===== config.mk =====
export PLATFORM = sky130hd
export DESIGN_NAME = dacuc_core
export DESIGN_NICKNAME = d
export VERILOG_FILES = /design/src/dacuc_code_store.v /design/src/dacuc_core.v
export VERILOG_INCLUDE_DIRS = /design/src
export SDC_FILE = /design/constraint.sdc
export NUM_CORES = 1
export LEC_CHECK = 0
export BUFFER_PORTS_ARGS = -buffer_cell sky130_fd_sc_hd__buf_2
export CORE_MARGIN = 1.5
export CORE_UTILIZATION = 40
export DETAILED_ROUTE_END_ITERATION = 10
export GPL_TIMING_DRIVEN = 0
export SLEW_MARGIN = 20
export SYNTH_ARGS = -nofsm -noshare
export SYNTH_HDL_FRONTEND = slang
export SYNTH_SLANG_ARGS = --single-unit

===== constraint.sdc =====
create_clock -name clock -period 4 [get_ports clock]
set_input_delay 0.8 -clock clock [delete_from_list [all_inputs] [get_ports clock]]
set_output_delay 0.8 -clock clock [all_outputs]
set_load 0.01 [all_outputs]

===== src/dacuc_regs.vh =====
// Register addresses, field positions, reset values and write mask of the
// update/clear/reset controller. Included by both design files.
`ifndef DACUC_REGS_VH
`define DACUC_REGS_VH

`define DACUC_FRAME_BITS     24
`define DACUC_RW_BIT         23
`define DACUC_ADDR_HI        22
`define DACUC_ADDR_LO        20
`define DACUC_DATA_HI        19
`define DACUC_CODE_LO        2

`define DACUC_ADDR_NOP       3'h0
`define DACUC_ADDR_CODE      3'h1
`define DACUC_ADDR_CTRL      3'h2
`define DACUC_ADDR_CLEAR     3'h3
`define DACUC_ADDR_SWCTRL    3'h4

`define DACUC_CTRL_AMP       1
`define DACUC_CTRL_CLAMP     2
`define DACUC_CTRL_FLOAT     3
`define DACUC_CTRL_FMT       4
`define DACUC_CTRL_SERIAL_OUT_DISABLE    5
`define DACUC_CTRL_LIN_HI    9
`define DACUC_CTRL_LIN_LO    6

`define DACUC_SW_LOAD        0
`define DACUC_SW_CLEAR       1
`define DACUC_SW_RESET       2

`define DACUC_CODE_RST       18'h00000
`define DACUC_CTRL_RST       20'h0000E
`define DACUC_CTRL_WMASK     20'h003FE

`endif


===== src/dacuc_code_store.v =====
// Holds the converter code and clearcode words; read data comes from a register.
// Assumes writes and reads on the system clock; reset loads defaults.
`timescale 1ns/100ps
`include "dacuc_regs.vh"
module dacuc_code_store (
  input  wire        clock,
  input  wire        rstn,
  input  wire        srst,
  input  wire        we,
  input  wire        waddr,
  input  wire [17:0] wdata,
  input  wire        raddr,
  output reg  [17:0] rdata
);
  // Each word has its own register so that every word has a single driver
  wire [17:0] word [0:1];
  genvar i;
  generate
    for (i = 0; i < 2; i = i + 1) begin : g_word
      reg [17:0] word_q;
      always @(posedge clock or negedge rstn) begin
        if (!rstn) begin
          word_q <= `DACUC_CODE_RST;
        end else if (srst) begin
          word_q <= `DACUC_CODE_RST;
        end else if (we && (waddr == i)) begin
          word_q <= wdata;
        end
      end
      assign word[i] = word_q;
    end
  endgenerate

  always @(posedge clock or negedge rstn) begin
    if (!rstn) begin
      rdata <= `DACUC_CODE_RST;
    end else begin
      rdata <= word[raddr];
    end
  end
endmodule


===== src/dacuc_core.v =====
// Serial-input converter controller: frame shift, register writes,
// load/clear/reset pins and software control, output code and analog controls.
// Assumes pins are asynchronous to clock; serial clock is sampled, not used as clock.
`timescale 1ns/100ps
`include "dacuc_regs.vh"
module dacuc_core (
  input  wire        clock,
  input  wire        rstn,
  input  wire        reset_pin_n,
  input  wire        load_strobe_n,
  input  wire        clear_strobe,
  input  wire        frame_select_n,
  input  wire        serial_clk,
  input  wire        serial_data_in,
  output reg         serial_data_out,
  output wire        serial_data_out_oe,
  output reg  [17:0] output_code,
  output reg         output_clamp,
  output reg         converter_tristate,
  output reg         amp_powered,
  output reg         offset_binary,
  output reg  [3:0]  lin_comp
);
  // Two-flop synchronisers for all pins
  reg [5:0] sync1_q;
  reg [5:0] sync2_q;
  reg [5:0] prev_q;
  wire [5:0] pin_raw = {reset_pin_n, load_strobe_n, clear_strobe,
                        frame_select_n, serial_clk, serial_data_in};
  always @(posedge clock or negedge rstn) begin
    if (!rstn) begin
      sync1_q <= 6'h3F;
      sync2_q <= 6'h3F;
      prev_q  <= 6'h3F;
    end else begin
      sync1_q <= pin_raw;
      sync2_q <= sync1_q;
      prev_q  <= sync2_q;
    end
  end

  wire rst_s   = sync2_q[5];
  wire load_s  = sync2_q[4];
  wire clr_s   = sync2_q[3];
  wire fs_s    = sync2_q[2];
  wire sclk_s  = sync2_q[1];
  wire sdi_s   = sync2_q[0];
  wire rst_rise  = rst_s & ~prev_q[5];
  wire load_fall = ~load_s & prev_q[4];
  wire fs_fall   = ~fs_s & prev_q[2];
  wire fs_rise   = fs_s & ~prev_q[2];
  wire sclk_fall = ~sclk_s & prev_q[1];
  wire sclk_rise = sclk_s & ~prev_q[1];

  // Internal soft reset: held while reset pin low, pulsed on release and sw reset
  reg  sw_reset_q;
  wire in_reset = ~rst_s;
  wire srst     = in_reset | rst_rise | sw_reset_q;

  // Serial frame shift: sample on falling serial clock edges
  reg [23:0] shift_q;
  reg [4:0]  count_q;
  reg        in_frame_q;
  reg [23:0] rd_shift_q;
  always @(posedge clock or negedge rstn) begin
    if (!rstn) begin
      shift_q    <= 24'h000000;
      count_q    <= 5'h00;
      in_frame_q <= 1'b0;
    end else if (srst) begin
      shift_q    <= 24'h000000;
      count_q    <= 5'h00;
      in_frame_q <= 1'b0;
    end else if (fs_fall) begin
      count_q    <= 5'h00;
      in_frame_q <= 1'b1;
    end else if (fs_rise) begin
      in_frame_q <= 1'b0;
    end else if (in_frame_q && sclk_fall) begin
      shift_q <= {shift_q[22:0], sdi_s};
      if (count_q != 5'h1F) begin
        count_q <= count_q + 5'h01;
      end
    end
  end

  // Frame is valid only with exactly 24 falling serial clock edges
  wire        frame_ok  = fs_rise && in_frame_q && (count_q == 5'h18);
  wire        fr_write  = frame_ok && !shift_q[`DACUC_RW_BIT];
  wire        fr_read   = frame_ok && shift_q[`DACUC_RW_BIT];
  wire [2:0]  fr_addr   = shift_q[`DACUC_ADDR_HI:`DACUC_ADDR_LO];
  wire [19:0] fr_data   = shift_q[`DACUC_DATA_HI:0];
  wire [17:0] fr_code   = fr_data[19:`DACUC_CODE_LO];

  // Control register
  reg [19:0] ctrl_q;
  always @(posedge clock or negedge rstn) begin
    if (!rstn) begin
      ctrl_q <= `DACUC_CTRL_RST;
    end else if (srst) begin
      ctrl_q <= `DACUC_CTRL_RST;
    end else if (fr_write && fr_addr == `DACUC_ADDR_CTRL) begin
      ctrl_q <= fr_data & `DACUC_CTRL_WMASK;
    end
  end

  // Software control bits act as one-shot pin pulses; load needs clear pin high, clear needs load pin high
  wire sw_wr    = fr_write && (fr_addr == `DACUC_ADDR_SWCTRL);
  wire sw_load  = sw_wr && fr_data[`DACUC_SW_LOAD] && clr_s;
  wire sw_clear = sw_wr && fr_data[`DACUC_SW_CLEAR] && load_s;
  always @(posedge clock or negedge rstn) begin
    if (!rstn) begin
      sw_reset_q <= 1'b0;
    end else begin
      sw_reset_q <= sw_wr && fr_data[`DACUC_SW_RESET] && !sw_reset_q;
    end
  end

  // Input register holds code written but not yet applied
  reg [17:0] input_q;
  reg        pend_q;
  always @(posedge clock or negedge rstn) begin
    if (!rstn) begin
      input_q <= `DACUC_CODE_RST;
      pend_q  <= 1'b0;
    end else if (srst) begin
      input_q <= `DACUC_CODE_RST;
      pend_q  <= 1'b0;
    end else if (fr_write && fr_addr == `DACUC_ADDR_CODE) begin
      input_q <= fr_code;
      pend_q  <= 1'b1;
    end
  end

  // Clear source: pin low or a software clear
  wire clear_act = ~clr_s | sw_clear;
  // Update events; clear always has priority
  wire upd_sync  = fr_write && (fr_addr == `DACUC_ADDR_CODE) && !load_s;
  wire upd_async = (load_fall || sw_load) && pend_q;

  // Code store: word 0 = converter code, word 1 = clearcode
  reg  [17:0] code_q;
  reg  [17:0] clear_q;
  wire        st_we    = !srst && (clear_act ||
                          (fr_write && fr_addr == `DACUC_ADDR_CLEAR) ||
                          upd_sync || upd_async);
  wire        st_waddr = !clear_act && fr_write && (fr_addr == `DACUC_ADDR_CLEAR);
  reg  [17:0] st_wdata;
  always @* begin
    if (clear_act) begin
      st_wdata = clear_q;
    end else if (st_waddr) begin
      st_wdata = fr_code;
    end else if (upd_sync) begin
      st_wdata = fr_code;
    end else begin
      st_wdata = input_q;
    end
  end
  // Clearcode written while clear is active is applied next cycle; kept in shadow
  always @(posedge clock or negedge rstn) begin
    if (!rstn) begin
      clear_q <= `DACUC_CODE_RST;
      code_q  <= `DACUC_CODE_RST;
    end else if (srst) begin
      clear_q <= `DACUC_CODE_RST;
      code_q  <= `DACUC_CODE_RST;
    end else begin
      if (fr_write && fr_addr == `DACUC_ADDR_CLEAR) begin
        clear_q <= fr_code;
      end
      if (clear_act) begin
        code_q <= clear_q;
      end else if (upd_sync || upd_async) begin
        code_q <= st_wdata;
      end
    end
  end

  wire [17:0] rd_word;
  reg         rd_sel_q;
  dacuc_code_store dacuc_code_store_i (
    .clock (clock),
    .rstn  (rstn),
    .srst  (srst),
    .we    (st_we),
    .waddr (st_waddr),
    .wdata (st_wdata),
    .raddr (rd_sel_q),
    .rdata (rd_word)
  );

  // Readback: next frame shifts out the addressed register on rising edges
  reg [2:0] rd_addr_q;
  always @(posedge clock or negedge rstn) begin
    if (!rstn) begin
      rd_addr_q <= `DACUC_ADDR_NOP;
      rd_sel_q  <= 1'b0;
    end else if (fr_read) begin
      rd_addr_q <= fr_addr;
      rd_sel_q  <= (fr_addr == `DACUC_ADDR_CLEAR);
    end else if (fs_fall) begin
      rd_addr_q <= `DACUC_ADDR_NOP;
    end
  end
  always @(posedge clock or negedge rstn) begin
    if (!rstn) begin
      rd_shift_q      <= 24'h000000;
      serial_data_out <= 1'b0;
    end else if (fs_fall) begin
      case (rd_addr_q)
        `DACUC_ADDR_CODE:  rd_shift_q <= {1'b1, rd_addr_q, rd_word, 2'h0};
        `DACUC_ADDR_CLEAR: rd_shift_q <= {1'b1, rd_addr_q, rd_word, 2'h0};
        `DACUC_ADDR_CTRL:  rd_shift_q <= {1'b1, rd_addr_q, ctrl_q};
        default:           rd_shift_q <= 24'h000000;
      endcase
      serial_data_out <= 1'b0;
    end else if (in_frame_q && sclk_rise) begin
      serial_data_out <= rd_shift_q[23];
      rd_shift_q      <= {rd_shift_q[22:0], 1'b0};
    end
  end
  assign serial_data_out_oe = in_frame_q && !ctrl_q[`DACUC_CTRL_SERIAL_OUT_DISABLE];

  // Analog controls, registered
  always @(posedge clock or negedge rstn) begin
    if (!rstn) begin
      output_code        <= `DACUC_CODE_RST;
      output_clamp       <= 1'b1;
      converter_tristate <= 1'b1;
      amp_powered        <= 1'b0;
      offset_binary      <= 1'b0;
      lin_comp           <= 4'h0;
    end else begin
      output_code        <= code_q;
      output_clamp       <= ctrl_q[`DACUC_CTRL_CLAMP];
      converter_tristate <= ctrl_q[`DACUC_CTRL_CLAMP] | ctrl_q[`DACUC_CTRL_FLOAT];
      amp_powered        <= ~ctrl_q[`DACUC_CTRL_AMP];
      offset_binary      <= ctrl_q[`DACUC_CTRL_FMT];
      lin_comp           <= ctrl_q[`DACUC_CTRL_LIN_HI:`DACUC_CTRL_LIN_LO];
    end
  end
endmodule


==> flow_summary.yaml, run 1 <==
status:
  outcome: "complete, no violations"
clock_tree:
  post_cts_buffers: 0
  path_clk_slew_ns: 0.06
  cts_tree: "yes"
  h-tree-depth: 1
  cts_hold_buf: 0
  cts_resized: 0
  clock_path_buffers: 3
  root_buffer: "clkbuf_16"
  clk_latency_ns: 0.51
  cts_buffers: 23
  cts_sinks: 219
detailed_routing:
  wl_microns: 19400
  dr.first_iter.drc_count: 300
  drc: 0
  viasPerCell: 5.00
  first_pass_iters: 5
  antenna_left: 0
  num_vias: 5916
  wl_per_cell_microns: 16.4
logic_synthesis:
  ys_seq_elements: 219
  synth-main-ff-cell: "dfrtp_1"
  synth_edf_count: 0
  synthTopCellsByArea: "dfrtp_1 (56%), nand2_1 (6.9%), dfstp_2 (6.2%)"
  synth_warnings: 0
  yosys.area.top_type: "dfrtp_1"
  yosysMostFrequentCell: "dfrtp_1"
  syn_inst: 826
  syn_avg_cell_area_sq_um: 10.7
  ys_types: 49
  yosysTopAreaCellShare: 0.558
  ys_seq_area_frac: 0.620
  syn_nets: 839
  synth_area_sq_mm: 0.00888
  async_reset_ff_frac: 1.00
  synth.cells.most_frequent: "dfrtp_1 (198), nand2_1 (163), nor2_1 (102), a21oi_1 (53), mux2i_1 (50)"
worst_setup_path:
  critical_path_required_ns: 4.38
  worst_r2r_path_depth: 8
  regToRegStartpoint: "sync2_q[2]$_DFF_PN1_"
  reg2reg_to: "code_q[12]$_DFFE_PN0P_"
  rrSetupSlack_ns: 0.93
  cp-start-kind: "flip-flop"
  crit_path_max_fanout: 10
  arrival_ns: 3.45
  end_kind: "flip-flop"
  setup.worst_path.class: "reg2reg"
floorplanning:
  die_area_sq_mm: 0.0231
  die_height_microns: 152
  coreArea_sq_mm: 0.0218
  fp.dieW_microns: 152
  floorplan.initialDensity: 0.407
  boundaryPins: 36
  rows: 54
sta:
  max_slew_margin: 0.512
  setup_ws_ns: 0.933
  hold_ws_ns: 0.124
  final-setup-viol-count: 0
  clock_skew_ns: 0.0155
  hold_violations: 0
  fin_crit_ns: 3.07
  max_freq_mhz: 326
  rsz0062_at_grt: "no"
  drv_slew: 0
  worst_pin_slew_ns: 0.732
  finalCritPeriodShare: 0.767
  tns_ns: 0
job:
  max-cap-violations: 0
placement:
  hpwl_microns: 14200
  dp.cells: 1143
  place_area_sq_mm: 0.00947
  post-place-ws_ns: 0.975
  portBuffers: 35
  gp_congestion: 0.803
pwr:
  switching_power_w: 0.000943
  p_leak_nw: 4.41
  cellInternalPower_w: 0.00352
  clockPowerShare: 0.464
  swShare: 0.211
  comb_power_share: 0.029
  peakVddDrop_v: 0.000280
  pwr-share-seq: 0.506
  p_per_area_mw_per_mm2: 437
min_path:
  min_path_type: "in2async"
finish:
  fillers: 2086
  final-instance-count-excl-fill: 1184
  layout-drive-gt1-share: 0.129
  area_growth_pct: 15.0
  num_antenna_cells: 0
  final_area_sq_mm: 0.0102
  fin_nets: 901
global_routing:
  grt_pass1_wl_microns: 32600
  first_global_vias: 6089
  track_usage: 0.173
  antenna_found_initial: 0
  overflow: 0
  grt_max_degree: 102
-- kinds of logic (layout without fill, tap and decap cells) --
kind of cell	count (synthesis)	count (layout)	share of synthesized area
AO/OA/AOI/OAI	169	169	0.132
XOR/XNOR	2	2	0.00197
adder cells (fa/ha/maj)	5	5	0.00705
buffers and inverters	77	155	0.0379
flip-flops	219	219	0.620
multiplexers	52	52	0.0589
AND/OR/NAND/NOR	302	302	0.142
-- registers in the layout, summed over array words and instances, names as in the netlist, 3 cells and up --
signal                            flops
sync2_q                               6
dacuc_code_store_i.rdata             18
rd_shift_q                           23
code_q                               18
prev_q                                4
shift_q                              24
clear_q                              18
input_q                              18
sync1_q                               6
count_q                               5
dacuc_code_store_i.g_word.word_q     36
output_code                          18
ctrl_q                                9
rd_addr_q                             3
lin_comp                              4
-- through the flow --
| step | util | total power [W] |
|---|---|---|
| 2_1_floorplan | - | 0.00235 |
| 3_3_place_gp | 0.431 | 0.00243 |
| 3_5_place_dp | 0.434 | 0.00243 |
| 4_1_cts | 0.468 | 0.00452 |
| 5_1_grt | 0.468 | 0.00463 |
| 6_report | 0.468 | 0.00446 |
-- layout by cell type, fill, tap and decap left out, drive strengths merged, types with 4 or more instances in the layout --
master and n:
a211oi 19, a21oi 54, a222oi 8, a22o 19, buf 53, clkbuf 73
dfrtp 198, dfstp 21, ha 5, inv 26, mux2i 50, nand2 163
nand2b 6, nor2 102, o21a 19, o21ai 22, o221ai 18, or2 4
-- layer usage --
metal | global-route usage | share of wire | up-vias
met2 | 0.281 | 0.47 | 95
met5 | 0 | 0 | -
met4 | 0.0504 | 0.023 | 0
li1 | - | - | 2938
met3 | 0.0203 | 0.040 | 35
met1 | 0.245 | 0.47 | 2848
-- power groups by stage --
stage          combinational, W  clock (W)  sequential, W
4_1_cts                0.000136    0.00213        0.00226
3_3_place_gp           0.000128          0        0.00230
3_5_place_dp           0.000136          0        0.00230
5_1_grt                0.000151    0.00222        0.00226
6_report               0.000131    0.00207        0.00226
2_1_floorplan         0.0000579          0        0.00229
-- worst max path at each step --
stage                                 end  slack (ns)  cells past startpoint                 start
2_1_floorplan       code_q[0]$_DFFE_PN0P_        1.63                      8  sync2_q[2]$_DFF_PN1_
3_3_place_gp   rd_shift_q[15]$_DFFE_PN0P_       -1.63                      1                  rstn
3_5_place_dp       code_q[12]$_DFFE_PN0P_        0.97                      8  sync2_q[2]$_DFF_PN1_
4_1_cts            code_q[12]$_DFFE_PN0P_        0.95                      8  sync2_q[2]$_DFF_PN1_
5_1_grt             code_q[1]$_DFFE_PN0P_        0.68                      8  sync2_q[2]$_DFF_PN1_
6_report           code_q[12]$_DFFE_PN0P_        0.93                      8  sync2_q[2]$_DFF_PN1_
-- critical path, stage by stage, from the launching register on --
cell and delay (ns):
dfstp_2 0.54, ha_1 0.32, nand3b_1 0.23, a2111oi_0 0.48, buf_2 0.35, buf_4 0.28
mux2i_1 0.43, nand2_1 0.10, a22o_1 0.20
-- layout make-up --
cell class | count | area (sq um) | share of cell area
multi-input combinational | 530 | 3040 | 0.297
timing repair buffer | 37 | 240 | 0.0235
buffer | 52 | 243 | 0.0238
clock buffer | 37 | 688 | 0.0674
inverter | 25 | 93.8 | 0.00919
clock inverter | 4 | 51.3 | 0.00503
sequential | 219 | 5510 | 0.539
tap | 280 | 350 | 0.0343
(Power assumes the default switching activity.)
==> run 2, diff against run 1 <==
- clock period: 4 -> 3.1 ns (I/O delays scaled with it)
==> flow_summary.yaml, run 2 (synthesis results as in run 1) <==
status:
  outcome: "complete, no violations"
clock_tree:
  post_cts_buffers: 0
  cts_sinks: 219
  cts_tree: "yes"
  cts_buffers: 23
  clk_latency_ns: 0.51
  clock_path_buffers: 3
  root_buffer: "clkbuf_16"
  h-tree-depth: 1
  path_clk_slew_ns: 0.06
placement:
  portBuffers: 35
  place_area_sq_mm: 0.00947
  gp_congestion: 0.803
  hpwl_microns: 14200
  post-place-ws_ns: 0.0747
detailed_routing:
  drc: 0
  wl_microns: 19500
  wl_per_cell_microns: 16.4
  first_pass_iters: 5
  num_vias: 5959
  viasPerCell: 5.03
  antenna_left: 0
  dr.first_iter.drc_count: 301
sta:
  max_freq_mhz: 345
  fin_crit_ns: 2.90
  clock_skew_ns: 0.0152
  tns_ns: 0
  setup_ws_ns: 0.202
  drv_slew: 0
  hold_violations: 0
  finalCritPeriodShare: 0.935
  final-setup-viol-count: 0
  worst_pin_slew_ns: 0.718
  rsz0062_at_grt: "yes"
  max_slew_margin: 0.520
global_routing:
  grt_pass1_wl_microns: 32600
  first_global_vias: 6089
  grt_max_degree: 102
  overflow: 0
  track_usage: 0.173
  antenna_found_initial: 0
finish:
  final_cell_mix: "dfrtp_1 (198), nand2_1 (163), nor2_1 (102), a21oi_1 (53), clkbuf_1 (44)"
  reg.largest.list: "dacuc_code_store_i.g_word.word_q (36), shift_q (24), rd_shift_q (23)"
  final_area_sq_mm: 0.0103
  fin_nets: 902
  largest_reg_flops: 36
  finish.utilization: 0.470
  layout-drive-gt1-share: 0.140
  final_common_cell: "dfrtp_1"
  area_growth_pct: 15.6
  top_register: "dacuc_code_store_i.g_word.word_q"
  num_antenna_cells: 0
floorplanning:
  boundaryPins: 36
  floorplan.initialDensity: 0.407
  coreArea_sq_mm: 0.0218
  die_area_sq_mm: 0.0231
  die_height_microns: 152
  fp.dieW_microns: 152
  rows: 54
worst_setup_path:
  setup.worst_path.class: "reg2reg"
  worst_r2r_path_depth: 8
  arrival_ns: 3.28
  cp-start-kind: "flip-flop"
  critical_path_required_ns: 3.48
  end_kind: "flip-flop"
  crit_path_max_fanout: 10
pwr:
  p_leak_nw: 4.42
  fin_total_pwr_w: 0.00576
  peakVddDrop_v: 0.000360
  p_per_area_mw_per_mm2: 562
job:
  max-cap-violations: 0
min_path:
  worstHoldPathCells: 1
  min_path_type: "in2reg"
==> run 2: metrics by stage <==
stage	instances	hold slack (ns)
after global routing	1185	0.189
after CTS	1185	0.187
after global placement	1141	0.346
final	1185	0.206
after detailed placement	1143	0.347
after floorplan	826	0.324
==> run 2: final cells by class <==
class | instances | area (sq um)
sequential | 219 | 5510
timing repair buffer | 38 | 250
tap | 280 | 350
multi-input combinational | 530 | 3070
buffer | 52 | 245
clock buffer | 37 | 688
fill | 2078 | 11600
clock inverter | 4 | 51.3
inverter | 25 | 93.8
==> run 2: where the power goes <==
part           leakage, nW  switching, W  internal [W]  total [W]
clock                0.359       0.00108       0.00160    0.00268
combinational         1.09      0.000126     0.0000445   0.000170
sequential            2.97     0.0000163       0.00290    0.00291
total                 4.42       0.00122       0.00454    0.00576
==> run 2: per-layer routing <==
layer | global-route usage | part of all wire | vias to the layer above
li1 | - | - | 2940
met1 | 0.245 | 0.47 | 2880
met2 | 0.281 | 0.47 | 104
met3 | 0.0203 | 0.039 | 35
met4 | 0.0504 | 0.023 | 0
met5 | 0 | 0 | -
==> run 2: worst max-delay path, stage by stage, from the launching register on <==
cell and delay [ns]:
dfstp_2 0.54, ha_1 0.32, nand3b_1 0.23, a2111oi_1 0.46, buf_4 0.28, buf_4 0.28, mux2i_2 0.36, nand2_1 0.09
a22o_1 0.20
==> run 2: worst paths after layout <==
check	startpoint	to	slack, ns
worst min register to register	sync1_q[2]$_DFF_PN1_	sync2_q[2]$_DFF_PN1_	0.35
worst max register to register	sync2_q[2]$_DFF_PN1_	code_q[12]$_DFFE_PN0P_	0.20
max in group asynchronous	rstn	sync2_q[2]$_DFF_PN1_	1.80
worst max-delay path	sync2_q[2]$_DFF_PN1_	code_q[12]$_DFFE_PN0P_	0.20
min in group asynchronous	rstn	shift_q[1]$_DFFE_PN0P_	0.54
worst min-delay path	frame_select_n	sync1_q[2]$_DFF_PN1_	0.21
==> run 2: repair_timing <==
action | 4_1_cts | 5_1_grt
gates resized for setup | 0 | 13
endpoints found under the setup margin | 0 | 30
hold endpoints to repair | 14 | 0
hold buffers | 1 | 0
